[src/hdl/dhbp_pkg.sv]
// Package: constants for the doubleword host bus port
package dhbp_pkg;
  // Word-order setting that selects swapped halves
  localparam logic [31:0] DHBP_SWAP_VALUE = 32'hFFFFFFFF;
  localparam logic [31:0] DHBP_SWAP_RESET = 32'h00000000;
  localparam int          DHBP_HALF_W     = 16;
  localparam int          DHBP_WORD_W     = 32;
  localparam int          DHBP_ADDR_W     = 8;
  localparam int          DHBP_BUF_DEPTH  = 2;
  localparam logic [1:0]  DHBP_HALF_NONE  = 2'h0;
endpackage

[src/hdl/dhbp_skid_buf.sv]
// Two-entry buffer with valid/ready on both sides
`timescale 1ns/1ps
`default_nettype none
module dhbp_skid_buf #(
  parameter int WIDTH = 40,
  parameter int DEPTH = 2
) (
  // Clock and reset
  input  wire logic             clk_in,
  input  wire logic             resetn_in,
  // Fill side
  input  wire logic             in_valid_in,
  output logic                  in_ready_out,
  input  wire logic [WIDTH-1:0] in_data_in,
  // Drain side
  output logic                  out_valid_out,
  input  wire logic             out_ready_in,
  output logic [WIDTH-1:0]      out_data_out
);
  if (DEPTH != 2 || WIDTH < 1) begin : g_bad_shape
    $error("dhbp_skid_buf: DEPTH must be 2 and WIDTH positive");
  end

  typedef struct packed {
    logic [1:0][WIDTH-1:0] mem;
    logic                  rd;
    logic                  wr;
    logic [1:0]            cnt;
  } dhbp_buf_t;

  dhbp_buf_t s_q, s_d;
  logic push, pop;

  assign in_ready_out  = (s_q.cnt != 2'h2);
  assign out_valid_out = (s_q.cnt != 2'h0);
  assign out_data_out  = s_q.mem[s_q.rd];
  assign push = in_valid_in && in_ready_out;
  assign pop  = out_valid_out && out_ready_in;

  always_comb begin
    s_d = s_q;
    if (push) begin
      s_d.mem[s_q.wr] = in_data_in;
      s_d.wr = ~s_q.wr;
    end
    if (pop) begin
      s_d.rd = ~s_q.rd;
    end
    s_d.cnt = 2'(s_q.cnt + {1'b0, push} - {1'b0, pop});
  end

  always_ff @(posedge clk_in) begin
    if (!resetn_in) begin
      s_q <= '0;
    end else begin
      s_q <= s_d;
    end
  end
endmodule
`default_nettype wire

[src/hdl/dhbp_port.sv]
// Top: 16-bit host port assembling and splitting 32-bit doublewords
`timescale 1ns/1ps
`default_nettype none
module dhbp_port
  import dhbp_pkg::*;
#(
  parameter int ADDR_W = DHBP_ADDR_W
) (
  // Clock and reset
  input  wire logic                   clk_in,
  input  wire logic                   resetn_in,
  // Word-order setting
  input  wire logic [DHBP_WORD_W-1:0] word_order_in,
  // Host strobes
  input  wire logic                   host_wr_in,
  input  wire logic                   host_rd_in,
  input  wire logic [ADDR_W-1:0]      host_addr_in,
  input  wire logic                   half_select_line_in,
  input  wire logic [DHBP_HALF_W-1:0] host_wdata_in,
  output logic [DHBP_HALF_W-1:0]      host_rdata_out,
  output logic                        host_rvalid_out,
  output logic                        host_rd_bad_out,
  output logic                        host_wr_stall_out,
  // Internal write side (through buffer)
  output logic                        int_wr_valid_out,
  input  wire logic                   int_wr_ready_in,
  output logic [ADDR_W-1:0]           int_wr_addr_out,
  output logic [DHBP_WORD_W-1:0]      int_wr_data_out,
  // Internal read side
  output logic                        int_rd_req_out,
  output logic [ADDR_W-1:0]           int_rd_addr_out,
  input  wire logic [DHBP_WORD_W-1:0] int_rd_data_in,
  // Network-order view of the last committed word
  output logic [DHBP_HALF_W-1:0]      net_first_half_out,
  output logic [DHBP_HALF_W-1:0]      net_second_half_out
);
  // ****************************************
  // Elaboration checks
  // ****************************************
  // The commit word carries the address beside the data
  if (ADDR_W < 1) begin : g_bad_addr_w
    $error("dhbp_port: ADDR_W must be positive");
  end
  // Two halves must tile one doubleword exactly
  if (DHBP_WORD_W != 2 * DHBP_HALF_W) begin : g_bad_split
    $error("dhbp_port: word must be two halves");
  end

  // ****************************************
  // State
  // ****************************************
  // Pair tracking for each direction plus the registered outputs
  typedef struct packed {
    logic                   wr_pend;
    logic                   wr_hi;
    logic [DHBP_HALF_W-1:0] wr_stage;
    logic                   rd_pend;
    logic                   rd_hi;
    logic [DHBP_WORD_W-1:0] rd_snap;
    logic [DHBP_HALF_W-1:0] rdata;
    logic                   rvalid;
    logic                   rbad;
    logic [DHBP_WORD_W-1:0] last;
  } dhbp_state_t;

  dhbp_state_t s_q, s_d;

  // Commit buffer handshake and payload
  logic                          buf_in_valid;
  logic                          buf_in_ready;
  logic [ADDR_W+DHBP_WORD_W-1:0] buf_in_data;
  logic [ADDR_W+DHBP_WORD_W-1:0] buf_out_data;
  // Decoded host strobes
  logic                          swap;
  logic                          bus_hi;
  logic                          wr_ok;
  logic                          wr_first;
  logic                          wr_same;
  logic                          wr_pair;
  logic [DHBP_WORD_W-1:0]        wr_word;
  logic                          rd_first;
  logic                          rd_same;
  logic                          rd_pair;

  // ****************************************
  // Helpers
  // ****************************************
  // Bus half to internal half; true selects bytes 3:2
  function automatic logic map_half(input logic sel, input logic sw);
    return sel ^ sw;
  endfunction

  // One internal half of a doubleword; hi picks bytes 3:2
  function automatic logic [DHBP_HALF_W-1:0] pick_half(input logic [DHBP_WORD_W-1:0] word,
                                                       input logic                   hi);
    return hi ? word[DHBP_WORD_W-1:DHBP_HALF_W] : word[DHBP_HALF_W-1:0];
  endfunction

  // Newest half placed by its internal position, staged half in the other
  function automatic logic [DHBP_WORD_W-1:0] join_halves(input logic [DHBP_HALF_W-1:0] now,
                                                         input logic [DHBP_HALF_W-1:0] held,
                                                         input logic                   hi);
    return hi ? {now, held} : {held, now};
  endfunction

  // ****************************************
  // Strobe decode
  // ****************************************
  assign swap   = (word_order_in == DHBP_SWAP_VALUE);
  assign bus_hi = map_half(half_select_line_in, swap);

  // Stall the host while buffer is full so no word is lost
  assign host_wr_stall_out = !buf_in_ready;
  assign wr_ok    = host_wr_in && buf_in_ready;
  assign wr_first = wr_ok && !s_q.wr_pend;
  // Pairing compares internal halves, so either order assembles
  assign wr_same  = wr_ok && s_q.wr_pend && (s_q.wr_hi == bus_hi);
  assign wr_pair  = wr_ok && s_q.wr_pend && (s_q.wr_hi != bus_hi);
  assign wr_word  = join_halves(host_wdata_in, s_q.wr_stage, bus_hi);
  assign rd_first = host_rd_in && !s_q.rd_pend;
  assign rd_same  = host_rd_in && s_q.rd_pend && (s_q.rd_hi == bus_hi);
  assign rd_pair  = host_rd_in && s_q.rd_pend && (s_q.rd_hi != bus_hi);

  // ****************************************
  // Host and network outputs
  // ****************************************
  // Only the first read of a pair reaches the register or FIFO
  assign int_rd_req_out  = rd_first;
  assign int_rd_addr_out = host_addr_in;
  assign host_rdata_out  = s_q.rdata;
  assign host_rvalid_out = s_q.rvalid;
  assign host_rd_bad_out = s_q.rbad;
  // Low-order word always leaves first toward the network
  assign net_first_half_out  = s_q.last[DHBP_HALF_W-1:0];
  assign net_second_half_out = s_q.last[DHBP_WORD_W-1:DHBP_HALF_W];

  // ****************************************
  // Assembly and split
  // ****************************************
  always_comb begin
    s_d          = s_q;
    s_d.rvalid   = host_rd_in;
    s_d.rbad     = rd_same;
    buf_in_valid = wr_pair;
    buf_in_data  = {host_addr_in, wr_word};
    if (wr_first) begin
      s_d.wr_pend  = 1'b1;
      s_d.wr_hi    = bus_hi;
      s_d.wr_stage = host_wdata_in;
    end
    // A same-half write drops the staged half and commits nothing
    if (wr_same) begin
      s_d.wr_pend = 1'b0;
    end
    if (wr_pair) begin
      s_d.wr_pend = 1'b0;
      s_d.last    = wr_word;
    end
    // Snapshot on the first read keeps both halves from one value
    if (rd_first) begin
      s_d.rd_pend = 1'b1;
      s_d.rd_hi   = bus_hi;
      s_d.rd_snap = int_rd_data_in;
      s_d.rdata   = pick_half(int_rd_data_in, bus_hi);
    end
    // Bad read returns zero and frees tracking for a fresh pair
    if (rd_same) begin
      s_d.rd_pend = 1'b0;
      s_d.rdata   = '0;
    end
    if (rd_pair) begin
      s_d.rd_pend = 1'b0;
      s_d.rdata   = pick_half(s_q.rd_snap, bus_hi);
    end
  end

  // ****************************************
  // Registers
  // ****************************************
  always_ff @(posedge clk_in) begin
    if (!resetn_in) begin
      s_q <= '0;
    end else begin
      s_q <= s_d;
    end
  end

  // ****************************************
  // Commit buffer
  // ****************************************
  // Two entries ride out a receiver stall without losing a word
  dhbp_skid_buf #(
    .WIDTH (ADDR_W + DHBP_WORD_W),
    .DEPTH (DHBP_BUF_DEPTH)
  ) dhbp_skid_buf_i (
    .clk_in        (clk_in),
    .resetn_in     (resetn_in),
    .in_valid_in   (buf_in_valid),
    .in_ready_out  (buf_in_ready),
    .in_data_in    (buf_in_data),
    .out_valid_out (int_wr_valid_out),
    .out_ready_in  (int_wr_ready_in),
    .out_data_out  (buf_out_data)
  );

  assign int_wr_addr_out = buf_out_data[ADDR_W+DHBP_WORD_W-1:DHBP_WORD_W];
  assign int_wr_data_out = buf_out_data[DHBP_WORD_W-1:0];
endmodule
`default_nettype wire

[config.mk]
export PLATFORM = sky130hd
export DESIGN_NAME = dhbp_port
export DESIGN_NICKNAME = d
export VERILOG_FILES = /design/src/hdl/dhbp_pkg.sv /design/src/hdl/dhbp_skid_buf.sv /design/src/hdl/dhbp_port.sv
export SDC_FILE = /design/constraint.sdc
export NUM_CORES = 1
export LEC_CHECK = 0
export ABC_CLOCK_PERIOD_IN_PS = 4000
export BUFFER_PORTS_ARGS = -buffer_cell sky130_fd_sc_hd__buf_4
export CAP_MARGIN = 10
export CORE_ASPECT_RATIO = 0.7
export CORE_UTILIZATION = 55
export CTS_CLUSTER_SIZE = 25
export DETAILED_ROUTE_END_ITERATION = 8
export PLACE_DENSITY_LB_ADDON = 0.05
export SYNTH_ARGS = -nofsm -noshare
export SYNTH_HDL_FRONTEND = slang
export SYNTH_SLANG_ARGS = --single-unit
[constraint.sdc]
create_clock -name clk_in -period 4 [get_ports clk_in]
set_clock_uncertainty 0.05 [all_clocks]
set_input_delay 0.4 -clock clk_in [delete_from_list [all_inputs] [get_ports clk_in]]
set_output_delay 0.4 -clock clk_in [all_outputs]
set_load 0.02 [all_outputs]
=== Word-level counts from Yosys, hierarchy flattened ===
Cells that the tools add are included.

* Bits in read-only memories: 0
* Memory bits (writable): 0
* Memories: 0
* Bits in latches: 0
* Output and inout port bits: 101
* Register bits: 186
* Input port bits: 94

* Bitwise logic cells: 4
* Divide/modulo/power cells: 0
* Reduce and logical (&&, ||, !) cells: 19
* $lt $le $gt $ge: 3
* Multiply operators: 0
* Multiplexer cells: 11
* Equal/unequal tests: 6
* Add/sub/neg operators: 2
* Shifts and indexed selects: 0

{| class="wikitable"
|+ Operators by type and width
! operator !! number
|-
| two-way mux 40 bit || 3
|-
| bitwise mux 80 bit || 1
|-
| two-way mux 16 bit || 5
|-
| demux 40 bit (select 1 bit) || 1
|-
| equality test 32 bit, second input constant || 1
|-
| two-way mux 32 bit || 1
|-
| logical AND 1 bit || 12
|-
| OR reduction 3 bit || 2
|-
| less-than comparator 1 x 2 -> 1 bit, second input constant || 2
|-
| logical NOT 1 bit || 3
|-
| inverter 1 bit || 3
|-
| nonzero test 3 bit || 1
|-
| adder 2 x 1 -> 2 bit || 1
|-
| equality test 1 bit || 2
|-
| inequality test 1 bit || 2
|-
| inequality test 2 bit, second input constant || 1
|-
| nonzero test 2 bit || 1
|-
| subtractor 2 x 1 -> 2 bit || 1
|-
| greater-or-equal comparator 1 bit, second input constant || 1
|-
| bitwise XOR 1 bit || 1
|}

=== Depth between registers and ports, before layout ===
* Depth after elaboration: 7
* Depth in mapped cells: 9
* Depth with buffers taken out: 6

=== Cells and area by module ===
Synthesis repeated with hierarchy kept, for this count alone.

* Cell total of the unflattened synthesis: 1,085
* Area, all modules: 9,869.5 um^2

{| class="wikitable"
|+ By module, submodules not included
! module !! area an instance (um^2) !! seq. area each (um^2) !! times used !! cells each
|-
| dhbp_port || 6,179.7 || 2,042.0 || 1 || 715
|-
| dhbp_skid_buf || 3,689.8 || 1,681.6 || 1 || 370
|}

=== Worst setup path before layout ===
No wires, ideal clock.

* Path type: in2reg
* Start: input word_order_in[23]
* End: register s_q, in the netlist host_rdata_out[10]
* Setup time: 124 ps
* Path slack: 1,765 ps
* Path buffers: 3
* Data arrival time: 2,061 ps
* Stages: 9
* Cells stage by stage: nand4_1 or4_1 buf_2 or3_1 buf_2 buf_6 nand4_1 o211a_1 o22ai_1

* Cells in the longest elaborated chain, start to end: 6
* Elaborated cells between the ends (all ways): 12
* Classes of those cells: 3 x eq/ne; 5 x mux; 1 x bitwise; 3 x reduce/logical

{| class="wikitable"
|+ Ends and longest elaborated chain
! element !! line !! RTL
|-
| from (decl) || dhbp_port.sv:13 || <nowiki>input wire logic [DHBP_WORD_W-1:0] word_order_in,</nowiki>
|-
| equality test 32 bit * || dhbp_port.sv:109 || <nowiki>assign swap = (word_order_in == DHBP_SWAP_VALUE);</nowiki>
|-
| bitwise XOR 1 bit * || dhbp_port.sv:90 || <nowiki>return sel ^ sw;</nowiki>
|-
| two-way mux 16 bit or equality test 1 bit (tied branches) || dhbp_port.sv:96, dhbp_port.sv:121 ||
|-
| two-way mux 16 bit or logical AND 1 bit (tied branches) || dhbp_port.sv:160, dhbp_port.sv:121 ||
|-
| two-way mux 16 bit || dhbp_port.sv:167 || <nowiki>if (rd_same) begin</nowiki>
|-
| two-way mux 16 bit || dhbp_port.sv:171 || <nowiki>if (rd_pair) begin</nowiki>
|-
| to (signal assigned) || dhbp_port.sv:182 || <nowiki>s_q <= '0;</nowiki>
|-
| to (signal assigned) || dhbp_port.sv:184 || <nowiki>s_q <= s_d;</nowiki>
|-
| to (decl) || dhbp_port.sv:66 || <nowiki>dhbp_state_t s_q, s_d;</nowiki>
|}

Mark *: on every way between the ends. The rest lies on a longest branch, timed or not. The select of a mux whose other input is x is not followed.
A chain may end at the register's enable or synchronous reset.

=== Worst setup path after layout ===
* Start: register s_q[83] in the netlist's numbering
* End: output int_rd_req_out

* Cells in the longest elaborated chain, start to end: 2

{| class="wikitable"
|+ Ends and longest elaborated chain
! element !! line !! RTL
|-
| logical NOT 1 bit || dhbp_port.sv:120 || <nowiki>assign rd_first = host_rd_in && !s_q.rd_pend;</nowiki>
|-
| logical AND 1 bit || dhbp_port.sv:120 ||
|-
| to (decl) || dhbp_port.sv:30 || <nowiki>output logic int_rd_req_out,</nowiki>
|}

No other way between the ends.

==> flow_summary_export.csv <==
group,metric,value,unit
status,status,"finished, final reports clean",
route,detail_route.vias_per_cell,5.95,
grt,via_count_of_the_first_global_routing_pass,6847,
setup_path,crit_family,"flip-flops",
pwr,net_switching_fraction_of_the_power,29.4,%
route,drt_first_pass_iters,5,
cts,cts_tree,"built",
route,wire_per_inst,18.1,um
grt,grt_pass1_wl,36200,um
cts,insertion_delay,430,ps
route,routed_wirelength,23200,um
finish,register_area,3720,um^2
setup_path,critical_path_required,3550,ps
route,drt.antenna.violating_nets,0,
cts,h-tree-depth,4,
setup_path,worstSetupEndpoint,"int_rd_req_out",
finish,share_of_cells_above_drive_strength_1,28.5,%
job,timing.max_cap.violations,0,
pwr,p_int,0.00331,W
cts,number_of_clock_sinks_seen_by_cts,186,
sta,whs,169,ps
setup_path,critical_path.reg2reg.endpoint,"s_q[65]$_SDFFE_PN0P_",
logic_synthesis,syn_area,8470,um^2
logic_synthesis,synth_enable_flop_cells,0,
pwr,power_frac_comb,17.4,%
logic_synthesis,syn_avg_cell_area,8.59,um^2
logic_synthesis,synth-seq-cells,186,
finish,layoutNonFillerInstCount,1281,
setup_path,cp_data_arrival_time,2530,ps
floorplanning,initial_core_util,57.0,%
logic_synthesis,synth_async_sr_flop_share,0,%
logic_synthesis,yosysWarningCount,0,
setup_path,critPathLaunch,"s_q[83]$_SDFFE_PP0P_",
finish,flow.area_growth_from_synthesis,20.0,%
setup_path,timing.reg2reg.worst_path_depth,5,
setup_path,critical-path-slowest-cell,"sky130_fd_sc_hd__dfxtp_1",
pwr,powerDensity,462,nW/um^2
placement,numPlacedInstances,1249,
logic_synthesis,synth-seq-area-share,44.0,%
grt,grt_util_all_layers,29.1,%
route,via_count,7618,
grt,initial_antenna_violation_count,0,
pwr,vdd.ir_drop.worst,289,uV
placement,buffer_ports.inserted,194,
setup_path,worstSetupPathType,"reg2out",
cts,cts.root.buffer_cell,"sky130_fd_sc_hd__clkbuf_16",
floorplanning,placement_rows,37,
sta,final-hold-violation-count,0,
sta,timing.slew.headroom,22.8,%
setup_path,r2r_setup_slack,1420,ps
sta,max_freq,336,MHz
setup_path,crit_path_max_incr_delay,840,ps
logic_synthesis,synthDominantCellAreaShare,44.0,%
logic_synthesis,synth.area.top_cells,"sky130_fd_sc_hd__dfxtp_1 (44%), sky130_fd_sc_hd__nand2_1 (6.6%), sky130_fd_sc_hd__a311oi_1 (6.4%)",
pwr,seq_power_share,44.9,%
setup_path,path_buf_inv,2,
floorplanning,design.die.area,15900,um^2
floorplanning,ioPinCount,195,
hold_path,worst_hold_check_path_type,"in2reg",
cts,clk_pin_slew,70,ps
cts,cts-buffers-inserted,17,
setup_path,crit_path_cell_count,3,
setup_path,timing.critical_path.to_type,"output pin",
setup_path,worst_setup_path_start_kind,"register",
sta,slew_of_the_pin_with_the_lowest_slew_margin,1160,ps
pwr,clockPowerShare,37.7,%
logic_synthesis,synth_cells,986,
pwr,switchingPower,0.00138,W
cts,post-cts-setup-buffer-count,0,
logic_synthesis,synth_commonest_cells,"sky130_fd_sc_hd__dfxtp_1 (186), sky130_fd_sc_hd__nand2_1 (150), sky130_fd_sc_hd__nor2_1 (87), sky130_fd_sc_hd__o21ai_0 (63), sky130_fd_sc_hd__a311oi_1 (62)",
finish,multi_input_area,3950,um^2
floorplanning,placeableCoreArea,14900,um^2
setup_path,worst-path-max-fanout,20,
logic_synthesis,post-synth-top-count-cell,"sky130_fd_sc_hd__dfxtp_1",
logic_synthesis,synth_top_area_cell,"sky130_fd_sc_hd__dfxtp_1",
logic_synthesis,syn_nets,1081,
grt,grt_overflow,0,
setup_path,crit-reg2reg-launch,"s_q[83]$_SDFFE_PP0P_",
finish,num_antenna_cells,0,
finish,final_net_count,1168,
floorplanning,overall_die_height,106,um
pwr,leakage_power_of_the_design,4.04,nW
logic_synthesis,synthDistinctLibCells,43,
sta,final_min_period_over_clock_period,74.4,%
floorplanning,die_width,150,um
sta,setup-violations-final,0,
sta,rsz_0062_raised_after_global_routing,"no",
route,number_of_remaining_drc_errors,0,
placement,place.detailed.hpwl,14800,um
sta,final_max_slew_viol_count,0,
cts,clock_tree.buffer_depth,2,
cts,post_cts.resized_instances,0,
grt,grt_start_max_net_pins,74,
sta,setup_tns,0,ps
finish,fill_cell_count,1244,
setup_path,cp_cell_sequence,"nand2b_1 > clkinv_1 > buf_4",
hold_path,hold_path_depth,3,
sta,finalWorstPathRequiredPeriod,2980,ps
route,drtIter0Drc,743,
cts,holdBufCountCts,0,
logic_synthesis,synth_ff_type,"sky130_fd_sc_hd__dfxtp_1",
placement,gp_congestion,0.780,
-- through the flow --
stage / worst slack [ps] / cell area, um^2 / total power (W) / util [%]
2_1_floorplan: 1770 / 8470 / 0.00267 / -
3_3_place_gp: 952 / 9550 / 0.00295 / 64.2
3_5_place_dp: 881 / 9550 / 0.00296 / 64.2
4_1_cts: 1060 / 10200 / 0.00469 / 68.4
5_1_grt: 923 / 10200 / 0.00486 / 68.4
6_report: 1020 / 10200 / 0.00469 / 68.4
-- logic make-up after synthesis --
| group | count (synthesis) | share of synthesized area [%] |
|---|---|---|
| simple gates | 306 | 15.8 |
| compound gates | 271 | 20.9 |
| flops | 186 | 44.0 |
| buf+inv | 145 | 9.54 |
| mux | 73 | 9.22 |
| xor+xnor | 4 | 0.414 |
| fa+ha+maj | 1 | 0.148 |
-- placed cells by master, fill, tap and decap left out, types with 3 or more instances in the layout --
| cell | instances |
|---|---|
| sky130_fd_sc_hd__a21oi_1 | 54 |
| sky130_fd_sc_hd__a311oi_1 | 62 |
| sky130_fd_sc_hd__a31oi_1 | 32 |
| sky130_fd_sc_hd__and2_1 | 3 |
| sky130_fd_sc_hd__and3_1 | 4 |
| sky130_fd_sc_hd__buf_12 | 3 |
| sky130_fd_sc_hd__buf_4 | 206 |
| sky130_fd_sc_hd__clkbuf_16 | 17 |
| sky130_fd_sc_hd__clkinv_4 | 3 |
| sky130_fd_sc_hd__dfxtp_1 | 185 |
| sky130_fd_sc_hd__inv_6 | 4 |
| sky130_fd_sc_hd__inv_8 | 4 |
| sky130_fd_sc_hd__mux2_2 | 40 |
| sky130_fd_sc_hd__mux2i_1 | 33 |
| sky130_fd_sc_hd__nand2_1 | 147 |
| sky130_fd_sc_hd__nand2_2 | 3 |
| sky130_fd_sc_hd__nand2b_1 | 3 |
| sky130_fd_sc_hd__nand4_1 | 24 |
| sky130_fd_sc_hd__nor2_1 | 87 |
| sky130_fd_sc_hd__nor3_1 | 3 |
| sky130_fd_sc_hd__nor3b_1 | 3 |
| sky130_fd_sc_hd__o2111ai_1 | 3 |
| sky130_fd_sc_hd__o211a_1 | 16 |
| sky130_fd_sc_hd__o21ai_0 | 63 |
| sky130_fd_sc_hd__o21ai_1 | 18 |
| sky130_fd_sc_hd__o22ai_1 | 16 |
| sky130_fd_sc_hd__or2_2 | 18 |
| sky130_fd_sc_hd__xnor2_1 | 3 |
-- cell type report --
| class | count | area share, % |
|---|---|---|
| Clock buffer | 18 | 4.32 |
| Multi-Input combinational cell | 655 | 38.9 |
| Timing Repair Buffer | 209 | 15.8 |
| Clock inverter | 14 | 1.71 |
| Tap cell | 195 | 2.40 |
| Inverter | 4 | 0.172 |
| Sequential cell | 186 | 36.7 |
-- worst register-to-register path: stages, from the launching register on --
cell and delay [ps]:
sky130_fd_sc_hd__dfxtp_1 840, sky130_fd_sc_hd__nand2b_1 830, sky130_fd_sc_hd__clkinv_1 230, sky130_fd_sc_hd__buf_4 310, sky130_fd_sc_hd__nand2_1 130, sky130_fd_sc_hd__a21oi_1 60
-- routing by layer --
| layer | track usage, % | routed length (um) | up-vias |
|---|---|---|---|
| met5 | 0 | 0 | - |
| met4 | 8.08 | 270 | 0 |
| met3 | 5.89 | 2060 | 22 |
| met2 | 42.2 | 9880 | 348 |
| met1 | 43.2 | 10900 | 3589 |
| li1 | - | - | 3659 |
-- power groups by stage --
| stage | Clock, W | Sequential, W | Combinational, W |
|---|---|---|---|
| final | 0.00177 | 0.00211 | 0.000817 |
| after global routing | 0.00185 | 0.00212 | 0.000883 |
| after CTS | 0.00177 | 0.00211 | 0.000815 |
| after detailed placement | 0 | 0.00215 | 0.000810 |
| after global placement | 0 | 0.00215 | 0.000802 |
| after floorplan | 0 | 0.00207 | 0.000607 |
-- sequential cells by signal, summed over array words and instances (netlist names) --
register / flops
dhbp_skid_buf_i.s_q: 84
s_q: 52
host_rdata_out: 16
net_first_half_out: 16
net_second_half_out: 16
host_rd_bad_out: 1
host_rvalid_out: 1
-- how the worst min path moves through the flow --
stage	end	start	slack, ps
floorplan	s_q[66]$_SDFFE_PN0P_	s_q[66]$_SDFFE_PN0P_	390
global placement	s_q[64]$_SDFFE_PN0P_	s_q[64]$_SDFFE_PN0P_	390
detailed placement	s_q[70]$_SDFFE_PN0P_	s_q[70]$_SDFFE_PN0P_	400
CTS	s_q[51]$_SDFFE_PN0P_	int_rd_data_in[1]	170
global route	s_q[59]$_SDFFE_PN0P_	int_rd_data_in[9]	170
finish	s_q[63]$_SDFFE_PN0P_	int_rd_data_in[13]	170
(Power assumes the default switching activity.)
